File: src/verilog/dsg_defs.vh
// register map, field positions and reset values for the deep-sleep gate / soft reset block
// assumes a 32-bit avalon-mm slave with byte addressing on a word-aligned address bus
`ifndef DSG_DEFS_VH
`define DSG_DEFS_VH

`define DSG_AW 12
`define DSG_DW 32
`define DSG_OFF_SOFT_RESET0 12'h040
`define DSG_OFF_RUN_GATE2 12'h100
`define DSG_OFF_SLEEP_GATE2 12'h118
`define DSG_OFF_DEEP_GATE2 12'h128
`define DSG_OFF_RUN_CFG 12'h060
`define DSG_OFF_MODE 12'h180
`define DSG_OFF_CAPMASK1 12'h184
`define DSG_OFF_IRQ_STATUS 12'h188
`define DSG_OFF_IRQ_MASK 12'h18C
`define DSG_OFF_FAULT_UNIT 12'h190

// implemented gate bits: dma engine at 13, ports e..a at 4..0
`define DSG_GATE_MASK 32'h0000201F
`define DSG_GATE_W 6
// implemented reset bits: can_unit_zero_reset 24, pwm 20, adc0 16, hib 6, wdt 3
`define DSG_RST_MASK 32'h01110048
`define DSG_RST_CAN 24
`define DSG_RST_PWM 20
`define DSG_RST_ADC 16
`define DSG_RST_HIB 6
`define DSG_RST_WDT 3
`define DSG_DMA_BIT 13
`define DSG_ACG_BIT 27
`define DSG_RUN_CFG_MASK 32'h08000000
`define DSG_CAPMASK1_RESET 32'h01110048
`define DSG_ZERO 32'h00000000

// power modes
`define DSG_MODE_W 2
`define DSG_MODE_RUN 2'h0
`define DSG_MODE_SLEEP 2'h1
`define DSG_MODE_DEEP 2'h2

// interrupt events: bit 0 gated-unit access fault, bit 1 soft reset asserted
`define DSG_IRQ_W 2
`define DSG_IRQ_FAULT 0
`define DSG_IRQ_RST 1
`define DSG_IRQ_MASK_ALL 2'h3

`endif

File: src/verilog/dsg_top.v
// deep-sleep clock gate group 2, mode-based gate select, and soft reset group 0
// assumes one 20 MHz clock; unit accesses are reported on UNIT_REQ with a unit index
//
// The Avalon-MM interface to the registers was chosen for this implementation.
`timescale 1ns/1ns
`include "dsg_defs.vh"

module dsg_top (
  input wire SYS_CLK,
  input wire RESET_N,
  input wire [`DSG_AW-1:0] AVS_ADDRESS,
  input wire AVS_READ,
  input wire AVS_WRITE,
  input wire [`DSG_DW-1:0] AVS_WRITEDATA,
  input wire [3:0] AVS_BYTEENABLE,
  output reg [`DSG_DW-1:0] AVS_READDATA,
  output reg [1:0] AVS_RESPONSE,
  output reg AVS_WAITREQUEST,
  input wire UNIT_REQ,
  input wire [2:0] UNIT_SEL,
  output reg UNIT_FAULT,
  output reg UNIT_ACK,
  output reg [`DSG_GATE_W-1:0] UNIT_CLK_EN,
  output reg CAN_UNIT_ZERO_RESET_RESET,
  output reg PWM_RESET,
  output reg ADC0_RESET,
  output reg HIB_RESET,
  output reg WDT_RESET,
  output reg IRQ
);

  // unit index on UNIT_SEL: 0..4 ports a..e, 5 dma engine
  localparam [2:0] SEL_DMA = 3'h5;
  localparam [1:0] RESP_OK = 2'h0;
  localparam [1:0] RESP_SLVERR = 2'h2;
  localparam [1:0] RESP_DECERR = 2'h3;

  reg [`DSG_DW-1:0] run_gate_q;
  reg [`DSG_DW-1:0] sleep_gate_q;
  reg [`DSG_DW-1:0] deep_gate_q;
  reg [`DSG_DW-1:0] run_cfg_q;
  reg [`DSG_DW-1:0] soft_rst_q;
  reg [`DSG_DW-1:0] capmask_q;
  reg [`DSG_MODE_W-1:0] mode_q;
  reg [`DSG_IRQ_W-1:0] irq_stat_q;
  reg [`DSG_IRQ_W-1:0] irq_mask_q;
  reg [2:0] fault_unit_q;
  reg done_q;

  reg [`DSG_DW-1:0] active_gate;
  reg [`DSG_GATE_W-1:0] clk_en_d;
  reg [`DSG_DW-1:0] rdata_d;
  reg hit;
  reg [`DSG_IRQ_W-1:0] irq_stat_d;
  reg unit_on;

  wire acc = (AVS_READ | AVS_WRITE) & ~done_q;
  wire wr = AVS_WRITE & ~done_q;
  wire [`DSG_DW-1:0] wdata_ok;

  // byte-enable merge; mask keeps reserved bits at zero
  function [`DSG_DW-1:0] merge;
    input [`DSG_DW-1:0] old;
    input [`DSG_DW-1:0] nw;
    input [3:0] be;
    input [`DSG_DW-1:0] msk;
    integer i;
    begin
      merge = old;
      for (i = 0; i < 4; i = i + 1) begin
        if (be[i]) begin
          merge[i*8 +: 8] = nw[i*8 +: 8];
        end
      end
      merge = merge & msk;
    end
  endfunction

  // compress a gate register into the six unit enables
  function [`DSG_GATE_W-1:0] pick;
    input [`DSG_DW-1:0] g;
    begin
      pick = {g[`DSG_DMA_BIT], g[4:0]};
    end
  endfunction

  assign wdata_ok = AVS_WRITEDATA;

  always @* begin
    // auto gating off: run gates apply in every mode
    if (!run_cfg_q[`DSG_ACG_BIT]) begin
      active_gate = run_gate_q;
    end else begin
      case (mode_q)
        `DSG_MODE_SLEEP: active_gate = sleep_gate_q;
        `DSG_MODE_DEEP: active_gate = deep_gate_q;
        default: active_gate = run_gate_q;
      endcase
    end
    clk_en_d = pick(active_gate);
  end

  always @* begin
    hit = 1'b1;
    rdata_d = `DSG_ZERO;
    case (AVS_ADDRESS)
      `DSG_OFF_SOFT_RESET0: rdata_d = soft_rst_q;
      `DSG_OFF_RUN_GATE2: rdata_d = run_gate_q;
      `DSG_OFF_SLEEP_GATE2: rdata_d = sleep_gate_q;
      `DSG_OFF_DEEP_GATE2: rdata_d = deep_gate_q;
      `DSG_OFF_RUN_CFG: rdata_d = run_cfg_q;
      `DSG_OFF_MODE: rdata_d = {{(`DSG_DW-`DSG_MODE_W){1'b0}}, mode_q};
      `DSG_OFF_CAPMASK1: rdata_d = capmask_q;
      `DSG_OFF_IRQ_STATUS: rdata_d = {{(`DSG_DW-`DSG_IRQ_W){1'b0}}, irq_stat_q};
      `DSG_OFF_IRQ_MASK: rdata_d = {{(`DSG_DW-`DSG_IRQ_W){1'b0}}, irq_mask_q};
      `DSG_OFF_FAULT_UNIT: rdata_d = {29'h0000000, fault_unit_q};
      default: hit = 1'b0;
    endcase
  end

  // enable of the unit addressed by UNIT_SEL, judged on the registered enables
  always @* begin
    if (UNIT_SEL == SEL_DMA) begin
      unit_on = UNIT_CLK_EN[`DSG_GATE_W-1];
    end else if (UNIT_SEL < SEL_DMA) begin
      unit_on = UNIT_CLK_EN[UNIT_SEL];
    end else begin
      unit_on = 1'b0;
    end
  end

  always @* begin
    irq_stat_d = irq_stat_q;
    if (wr && AVS_ADDRESS == `DSG_OFF_IRQ_STATUS && AVS_BYTEENABLE[0]) begin
      irq_stat_d = irq_stat_q & ~AVS_WRITEDATA[`DSG_IRQ_W-1:0];
    end
    // set after clear so a same-cycle event is kept
    if (UNIT_REQ && !unit_on) begin
      irq_stat_d[`DSG_IRQ_FAULT] = 1'b1;
    end
    if (wr && AVS_ADDRESS == `DSG_OFF_SOFT_RESET0 &&
        |(merge(soft_rst_q, wdata_ok, AVS_BYTEENABLE, capmask_q & `DSG_RST_MASK) &
          ~soft_rst_q)) begin
      irq_stat_d[`DSG_IRQ_RST] = 1'b1;
    end
  end

  always @(posedge SYS_CLK) begin
    if (!RESET_N) begin
      run_gate_q <= `DSG_ZERO;
      sleep_gate_q <= `DSG_ZERO;
      deep_gate_q <= `DSG_ZERO;
      run_cfg_q <= `DSG_ZERO;
      soft_rst_q <= `DSG_ZERO;
      capmask_q <= `DSG_CAPMASK1_RESET;
      mode_q <= `DSG_MODE_RUN;
      irq_stat_q <= {`DSG_IRQ_W{1'b0}};
      irq_mask_q <= {`DSG_IRQ_W{1'b0}};
      fault_unit_q <= 3'h0;
      done_q <= 1'b0;
      AVS_READDATA <= `DSG_ZERO;
      AVS_RESPONSE <= RESP_OK;
      AVS_WAITREQUEST <= 1'b1;
      UNIT_FAULT <= 1'b0;
      UNIT_ACK <= 1'b0;
      UNIT_CLK_EN <= {`DSG_GATE_W{1'b0}};
      CAN_UNIT_ZERO_RESET_RESET <= 1'b0;
      PWM_RESET <= 1'b0;
      ADC0_RESET <= 1'b0;
      HIB_RESET <= 1'b0;
      WDT_RESET <= 1'b0;
      IRQ <= 1'b0;
    end else begin
      // one wait cycle: request seen, answer registered, then released
      done_q <= acc;
      AVS_WAITREQUEST <= ~acc;
      AVS_READDATA <= (acc && AVS_READ && hit) ? rdata_d : `DSG_ZERO;
      AVS_RESPONSE <= (acc && !hit) ? RESP_DECERR : RESP_OK;
      if (wr) begin
        case (AVS_ADDRESS)
          `DSG_OFF_SOFT_RESET0:
            soft_rst_q <= merge(soft_rst_q, wdata_ok, AVS_BYTEENABLE,
                                capmask_q & `DSG_RST_MASK);
          `DSG_OFF_RUN_GATE2:
            run_gate_q <= merge(run_gate_q, wdata_ok, AVS_BYTEENABLE, `DSG_GATE_MASK);
          `DSG_OFF_SLEEP_GATE2:
            sleep_gate_q <= merge(sleep_gate_q, wdata_ok, AVS_BYTEENABLE, `DSG_GATE_MASK);
          `DSG_OFF_DEEP_GATE2:
            deep_gate_q <= merge(deep_gate_q, wdata_ok, AVS_BYTEENABLE,
                                 `DSG_GATE_MASK);
          `DSG_OFF_RUN_CFG:
            run_cfg_q <= merge(run_cfg_q, wdata_ok, AVS_BYTEENABLE, `DSG_RUN_CFG_MASK);
          `DSG_OFF_MODE:
            if (AVS_BYTEENABLE[0] && AVS_WRITEDATA[`DSG_MODE_W-1:0] != 2'h3) begin
              mode_q <= AVS_WRITEDATA[`DSG_MODE_W-1:0];
            end
          `DSG_OFF_CAPMASK1:
            capmask_q <= merge(capmask_q, wdata_ok, AVS_BYTEENABLE, `DSG_RST_MASK);
          `DSG_OFF_IRQ_MASK:
            if (AVS_BYTEENABLE[0]) begin
              irq_mask_q <= AVS_WRITEDATA[`DSG_IRQ_W-1:0];
            end
          default: ;
        endcase
      end
      irq_stat_q <= irq_stat_d;
      IRQ <= |(irq_stat_d & irq_mask_q);
      UNIT_CLK_EN <= clk_en_d;
      // unit access answers: fault when its clock is stopped
      UNIT_ACK <= UNIT_REQ & unit_on;
      UNIT_FAULT <= UNIT_REQ & ~unit_on;
      if (UNIT_REQ && !unit_on) begin
        fault_unit_q <= UNIT_SEL;
      end
      // reset outputs follow the register level; clearing releases
      CAN_UNIT_ZERO_RESET_RESET <= soft_rst_q[`DSG_RST_CAN];
      PWM_RESET <= soft_rst_q[`DSG_RST_PWM];
      ADC0_RESET <= soft_rst_q[`DSG_RST_ADC];
      HIB_RESET <= soft_rst_q[`DSG_RST_HIB];
      WDT_RESET <= soft_rst_q[`DSG_RST_WDT];
    end
  end

endmodule

File: config.mk
export PLATFORM = sky130hd
export DESIGN_NAME = dsg_top
export DESIGN_NICKNAME = d
export VERILOG_FILES = /design/src/verilog/dsg_top.v
export VERILOG_INCLUDE_DIRS = /design/src /design/src/verilog
export SDC_FILE = /design/constraint.sdc
export NUM_CORES = 1
export LEC_CHECK = 0
export BUFFER_PORTS_ARGS = -buffer_cell sky130_fd_sc_hd__buf_2
export CORE_UTILIZATION = 35
export CTS_CLUSTER_DIAMETER = 120
export DETAILED_ROUTE_END_ITERATION = 6
export PLACE_DENSITY_LB_ADDON = 0.12
export SYNTH_ARGS = -nofsm -noshare
export SYNTH_HDL_FRONTEND = slang
export SYNTH_SLANG_ARGS = --single-unit
File: constraint.sdc
create_clock -name SYS_CLK -period 2.15 [get_ports SYS_CLK]
set_clock_uncertainty 0.15 [all_clocks]
set_input_delay 0.1075 -clock SYS_CLK [delete_from_list [all_inputs] [get_ports SYS_CLK]]
set_output_delay 0.1075 -clock SYS_CLK [all_outputs]
set_load 0.02 [all_outputs]
==> impl_results.md, run 1 <==
- Cell leakage power: around 1.6 nW
- WP data arrival: 2.10 ns
- Fin nets: between 500 and 600
- Slew Limit Fails: 0
- Pre-Repair DR Iteration Count: 5
- CP max stage cell: dlygate4sd3_1
- Die Ht: approximately 97 µm
- Crit path buf inv count: 4
- Post-synth EDFFs: 0
- Clock sink count: 66
- Antenna cells: 0
- PwrDens: ~620 mW/mm²
- Worst-margin pin slew: between 0.4 and 0.5 ns
- Top-area cell type share of the netlist area: 42.11%
- Synth Area in Adders: less than 1%
- Biggest fanout along the worst timing path: 11
- Most numerous cell in the Yosys netlist: dfxtp_1
- Maximum clock frequency: 0.4966 GHz
- Clk slew on worst S/H paths: 0.08 ns
- WP data required: 2.23 ns
- Die area: 0.009348 mm²
- Clock Tree Buf Depth: 2
- Worst slew margin: between 60% and 70%
- ANT nets after route: 0
- Vias in the first global route: 2666
- Post-synth top flop: dfxtp_1
- Initial Utilization: 35.98%
- CTS tree: built
- Crit Path Category: in2reg
- Overall fraction of global-route tracks in use: 19.68%
- Post-synthesis compound-gate area fraction: 14.07%
- First-pass GRT wire length: 14320 µm
- Chip Width: 96.69 µm
- Layout Utilization: 47.04%
- Worst-skew pair later-pin latency: about 0.35 ns
- Number of DRC markers in iteration 0: 222
- FF-to-FF setup slack: roughly 0.19 ns
- Crit path launch type: input port
- Worst path top cell family by delay: buffers and inverters
- Vias: 2966
- Worst setup EP type: flop
- # fillers: 860
- XOR/XNOR Fraction of Synth Area: 0.2791%
- DRC: 0
- Sequential cell area fraction in the yosys report: 42.11%
- Fraction of layout cells with a size suffix above 1: between 20% and 30%
- Most frequent CP cell: buf_4
- Cell taking the most area after synthesis: dfxtp_1
- Initial antenna violation count: 0
- Num rows: 34
- DPL Wire Length: 6542 µm
- Max-Cap Viols: 0
- Layout Area Growth over Synthesis: 30.74%
- Detail-routed via count per cell: 5.131
- CTS buffer count: 9
- Synth Warn #: 0
- Unique cell type count in the Yosys netlist: 56
- Mean Syn Cell Area: 8.790 µm²
- Post-synthesis cell area: 0.003138 mm²
- Worst-path cell chain: buf_2 > nor4_2 > buf_4 > and4_1 > buf_4 > nand3_1 > mux2i_1 > dlygate4sd3_1 > nor2_1
- Fin crit period: 2.014 ns
- Fin crit share: 93.65%
- Ports: between 100 and 150
- Main combinational cell family by area after synthesis: simple AND/OR/NAND/NOR gates
- Final RePlAce weighted congestion: 0.8844
- Most frequent cells after synthesis: dfxtp_1 (66), nor2_1 (42), nand2_1 (26)
- Hold Crit Class: in2reg
- Register bit total from synthesis: 66
- Post-synthesis mux area share: 8.772%
- Core ar.: slightly below 0.009 mm²
- RSZ-0062 raised after global routing: false
- Simple-gate share of the synthesized area: 25.08%
- Peak VDD IR: 0.0002564 V
- Slowest stage delay, CP: between 0.5 and 0.6 ns
- Largest net degree at the start of global routing: 37
- Hold Vio Cnt, Final: 0
- Status: finished clean
- Routed wire length: between 8000 and 9000 µm
- H-Tree Depth: 3
- Setup TNS: 0 ns
- Endpoints failing setup: 0
- Async SR Flop Fraction: 0%
- Mapped Cells: 357
- Synth area leaders: dfxtp_1 (42%), mux2i_1 (7.3%), buf_4 (5.3%)
- I/O Buffers: 62
- Root Buffer: clkbuf_8
- Routed WL per cell: 15.44 µm
- Grt ovf: 0
-- cell families (layout without fill, tap and decap cells) --
group                      count (synthesis)  count (layout)
and+or+nand+nor                          148             148
DFF                                       66              66
AOI/OAI and AO/OA                         64              64
buffers and inverters                     49             142
muxes                                     26              26
adders and majority gates                  2               2
other                                      1              21
xor gates and xnor gates                   1               1
-- state kept, by name, indices dropped and copies added, names as in the netlist, 3 cells and up --
signal / flops
UNIT_CLK_EN: 6
fault_unit_q: 3
AVS_READDATA: 11
deep_gate_q: 6
run_gate_q: 6
soft_rst_q: 5
capmask_q: 5
sleep_gate_q: 6
-- worst reg2reg max path: cells and delay by family, from the launching register on --
kind | cells | cell delay, ns
buffers and inverters | 2 | 0.80
AND/OR/NAND/NOR | 3 | 0.43
flip-flops | 1 | 0.31
multiplexers | 1 | 0.16
-- layer usage --
layer  track usage, %  wire length [µm]  up-vias
met5                0                 0        -
met2            28.49              3755      120
li1                 -                 -     1462
met3            3.468               661       13
met4            7.692               148        0
met1            28.81              4363     1371
-- worst paths after layout --
kind / cells past startpoint / end / from
worst max-delay path: 9 / run_gate_q[13] / AVS_ADDRESS[7]
worst min-delay path: 3 / capmask_q[3] / RESET_N
worst min register to register: 2 / fault_unit_q[2] / fault_unit_q[2]
worst max register to register: 6 / run_cfg_q[27] / done_q
-- what timing repair did --
action / in CTS / in global routing
hold buffers: 27 / 0
gates resized for setup: 0 / 2
setup endpoints to repair: 0 / 2
endpoints found under the hold margin: 38 / 0
setup buffers: 0 / 0
-- layout by cell type, fill, tap and decap left out, types with 7 or more instances in the layout --
cell and count:
inv_1 10, nor2b_1 10, nor2_1 42, buf_2 62
conb_1 21, buf_4 26, mux2i_1 23, a22oi_1 10
nand4_1 7, o21ai_0 12, dfxtp_1 66, nand2_1 25
a21oi_1 12, nor3_1 12, nand3_1 18, a211oi_1 9
clkbuf_8 10, dlygate4sd3_1 27
-- cell type report --
| class | count | area [µm²] | share of cell area, % |
|---|---|---|---|
| multi-input cells | 262 | 1625 | 39.62 |
| flip-flops and latches | 66 | 1321 | 32.21 |
| repair buffers | 115 | 775.7 | 18.91 |
| clock buffers | 10 | 137.6 | 3.355 |
| well taps | 108 | 135.1 | 3.294 |
| clock inverters | 6 | 66.31 | 1.616 |
| inverters | 11 | 41.29 | 1.006 |
-- per-stage QoR --
stage | instance area (µm²) | worst slack (ns) | power [mW] | std cells | hold WS [ns]
after floorplan | 3213 | 0.1519 | 1.416 | 377 | 0.07359
after global placement | 3620 | -0.04285 | 1.477 | 535 | 0.1842
after detailed placement | 3620 | -0.02745 | 1.478 | 535 | 0.1915
after CTS | 4094 | 0.1602 | 2.572 | 578 | 0.04260
after global routing | 4103 | 0.07802 | 2.662 | 578 | 0.04913
final | 4103 | 0.1365 | 2.559 | 578 | 0.05151
-- report_power, final --
| part | internal [mW] | total, mW | switching [mW] |
|---|---|---|---|
| registers | 1.23 | 1.24 | 0.00481 |
| logic | 0.0927 | 0.248 | 0.155 |
| clock network | 0.566 | 1.07 | 0.508 |
Note: power is estimated with default switching activity, not from simulation.
==> run 2, diff against run 1 <==
--- a/config.mk
+++ b/config.mk
@@ -6,11 +6,12 @@
 export SDC_FILE = /design/constraint.sdc
 export NUM_CORES = 1
 export LEC_CHECK = 0
+export ABC_AREA = 1
 export BUFFER_PORTS_ARGS = -buffer_cell sky130_fd_sc_hd__buf_2
 export CORE_UTILIZATION = 35
 export CTS_CLUSTER_DIAMETER = 120
 export DETAILED_ROUTE_END_ITERATION = 6
-export PLACE_DENSITY_LB_ADDON = 0.12
+export PLACE_DENSITY = 0.63
 export SYNTH_ARGS = -nofsm -noshare
 export SYNTH_HDL_FRONTEND = slang
 export SYNTH_SLANG_ARGS = --single-unit
==> run 2 against run 1 <==
Effect of this change: critical path depth unchanged; setup slack better by 0.095 ns; routed wire length down 6.2%; core utilization is 1.7 points lower; final area is 1.6% higher; fmax rose by 4.9%; hold slack got worse by 0.046 ns; via count increased by 11%; sequential share of layout area down 0.50 points; count of clock-buffer cells in the layout stayed put; critical endpoint is now run_gate_q[4]; largest power group is now the clock network.
==> impl_results.md, run 2 <==
- Worst-skew pair later-pin latency: 0.35 ns (about the same)
- PwrDens: 697.7 mW/mm² (was 623.6 mW/mm²)
- Hold Crit Class: in2reg (unchanged)
- Synth Warn #: 0 (unchanged)
- Slew Limit Fails: 0 (unchanged)
- Status: finished clean (unchanged)
- Clk slew on worst S/H paths: 0.07 ns (was 0.08 ns)
- Worst setup EP type: flop (unchanged)
- Maximum clock frequency: 0.5212 GHz (was 0.4966 GHz)
- Crit Path Category: reg2reg (was in2reg)
- Layout Utilization: 45.32% (was 47.04%)
- Clock Tree Buf Depth: 2 (unchanged)
- Most numerous cell in the Yosys netlist: nand2_1 (was dfxtp_1)
- Fin nets: 623 (was 523)
- Fin crit share: 89.24% (was 93.65%)
- Antenna cells: 0 (unchanged)
- Tightest hold margin: 0.005225 ns (was 0.05151 ns)
- WP data required: 2.23 ns (about the same)
- ANT nets after route: 0 (unchanged)
- Unique cell type count in the Yosys netlist: 24 (was 56)
- Die Ht: 99.06 µm (was 96.69 µm)
- Clock sink count: 66 (unchanged)
- Sequential Area: 0.001321 mm² (unchanged)
- DRC: 0 (unchanged)
- Die area: 0.009812 mm² (was 0.009348 mm²)
- WP data arrival: 2.00 ns (was 2.10 ns)
- Biggest register: AVS_READDATA (unchanged)
- RSZ-0062 raised after global routing: false (unchanged)
- Pre-Repair DR Iteration Count: 7 (was 5)
- Post-CTS sizing: 0 (unchanged)
- Vias: 3282 (was 2966)
- Most common cell after layout, fill and taps aside: nand2_1 (was dfxtp_1)
- Sequential cell area fraction in the yosys report: 40.08% (was 42.11%)
- Endpoints failing setup: 0 (unchanged)
- Placed cells: 641 (was 535)
- Footprint of the multi-input gates: 0.001531 mm² (was 0.001625 mm²)
- Synth area leaders: dfxtp_1 (40%), nand2_1 (9.4%), inv_1 (8.4%) (was dfxtp_1 (42%), mux2i_1 (7.3%), buf_4 (5.3%))
- Register bit total from synthesis: 66 (unchanged)
- # fillers: 956 (was 860)
- I/O Buffers: 62 (unchanged)
- Hold Vio Cnt, Final: 0 (unchanged)
- Grt ovf: 0 (unchanged)
- Final RePlAce weighted congestion: 0.8862 (was 0.8844)
- Max-Cap Viols: 0 (unchanged)
- Post-synth EDFFs: 0 (unchanged)
- Number of DRC markers in iteration 0: 143 (was 222)
- Post-route cell area: 0.004168 mm² (was 0.004103 mm²)
- Ports: 105 (unchanged)
- Core ar.: 0.009196 mm² (was 0.008721 mm²)
- Routed WL per cell: 12.30 µm (was 15.44 µm)
- Cell leakage power: 1.984 nW (was 1.638 nW)
- Post-synthesis cell area: 0.003297 mm² (was 0.003138 mm²)
- Final WS setup: 0.2314 ns (was 0.1365 ns)
- Detail-routed via count per cell: 4.819 (was 5.131)
- Setup TNS: 0 ns (unchanged)
- Initial antenna violation count: 0 (unchanged)
- Largest net degree at the start of global routing: 20 (was 37)
- Non-Filler Instances: 681 (was 578)
- Number of flip-flops in the largest register: 11 (unchanged)
- Fin crit period: 1.919 ns (was 2.014 ns)
- Chip Width: 99.06 µm (was 96.69 µm)
- Async SR Flop Fraction: 0% (unchanged)
- Crit path launch type: flop (was input port)
- Power Total: 2.908 mW (was 2.559 mW)
- Mapped Cells: 472 (was 357)
- CTS buffer count: 9 (unchanged)
- Biggest fanout along the worst timing path: 5 (was 11)
- Dpl ws: 0.3554 ns (was -0.02745 ns)
- Routed wire length: 8376 µm (was 8927 µm)
- Peak VDD IR: 0.0002806 V (was 0.0002564 V)
- Most frequent cells after synthesis: nand2_1 (83), inv_1 (74), dfxtp_1 (66) (was dfxtp_1 (66), nor2_1 (42), nand2_1 (26))
- Overall fraction of global-route tracks in use: 17.73% (was 19.68%)
- Root Buffer: clkbuf_8 (unchanged)
- CTS tree: built (unchanged)
- Placed cell area: 0.003655 mm² (was 0.003620 mm²)
- Most frequent cells in the layout: nand2_1 (83), inv_1 (74), dfxtp_1 (66) (was dfxtp_1 (66), buf_2 (62), nor2_1 (42))
- Vias in the first global route: 2907 (was 2666)
- Fraction of layout cells with a size suffix above 1: 19.12% (was 24.89%)
- H-Tree Depth: 3 (unchanged)
- Mean Syn Cell Area: 6.985 µm² (was 8.790 µm²)
- First-pass GRT wire length: 13630 µm (was 14320 µm)
- DPL Wire Length: 6206 µm (was 6542 µm)
- Layout Area Growth over Synthesis: 26.41% (was 30.74%)
- Cell taking the most area after synthesis: dfxtp_1 (unchanged)
- Num rows: 35 (was 34)
- Initial Utilization: 35.85% (was 35.98%)
- Top-area cell type share of the netlist area: 40.08% (was 42.11%)
- Post-synth top flop: dfxtp_1 (unchanged)
## run 2: cell count changes after synthesis, moves of 9 or more
cell | before | now
a211oi_1 | 9 | 0
a21oi_1 | 12 | 34
a22oi_1 | 10 | 0
inv_1 | 10 | 74
mux2i_1 | 23 | 0
nand2_1 | 26 | 83
nand3_1 | 18 | 30
nand4_1 | 7 | 18
nor2b_1 | 10 | 0
o21ai_0 | 12 | 41
## run 2: worst max-delay path, cell delays in order (launching register included)
cell           delay [ns]
dfxtp_1              0.30
inv_1                0.07
nand2_1              0.14
nor2_2               0.14
inv_1                0.10
nor2_4               0.13
inv_1                0.08
nor2_1               0.09
nor2_1               0.04
dlygate4sd3_1        0.55
## run 2: final timing paths
| kind | from | endpoint | slack (ns) | cells past startpoint |
|---|---|---|---|---|
| min | UNIT_SEL[1] | fault_unit_q[1] | 0.005 | 5 |
| min reg2reg | soft_rst_q[24] | CAN_UNIT_ZERO_RESET_RESET | 0.30 | 2 |
| max reg2reg | done_q | run_gate_q[4] | 0.23 | 9 |
| max | done_q | run_gate_q[4] | 0.23 | 9 |
## run 2: final cells by class
class | instances | share of cell area [%]
Clock buffer | 10 | 3.302
Clock inverter | 6 | 3.302
Inverter | 74 | 6.665
Multi-Input combinational cell | 318 | 36.75
Sequential cell | 66 | 31.70
Tap cell | 111 | 3.332
Timing Repair Buffer | 96 | 14.95
## run 2: cells by family (layout without fill, tap and decap cells)
family | count (synthesis) | in the layout | share of synthesized area [%]
and+or+nand+nor | 200 | 200 | 27.67
AOI/OAI and AO/OA | 95 | 95 | 15.64
other | 1 | 21 | 0.1137
adders and majority gates | 2 | 2 | 0.7589
buffers and inverters | 108 | 186 | 15.75
DFF | 66 | 66 | 40.08
## run 2: where the power goes
part / switching, mW / internal, mW / total [mW]
Clock: 0.493 / 0.923 / 1.42
Combinational: 0.161 / 0.0913 / 0.252
Sequential: 0.00516 / 1.23 / 1.24
## run 2: timing repair
action | 4_1_cts | 5_1_grt
hold endpoints to repair | 42 | 0
endpoints found under the setup margin | 0 | 1
hold buffers | 23 | 0
buffers inserted | 0 | 1
## run 2: layer usage
| metal | share of wire (%) | up-vias | GRT usage, % | wire [µm] |
|---|---|---|---|---|
| met1 | 45 | 1481 | 22.10 | 3775 |
| met5 | 0 | - | 0 | 0 |
| li1 | - | 1673 | - | - |
| met4 | 1.7 | 0 | 5.656 | 142 |
| met3 | 4.6 | 16 | 3.475 | 389 |
| met2 | 49 | 112 | 30.77 | 4068 |
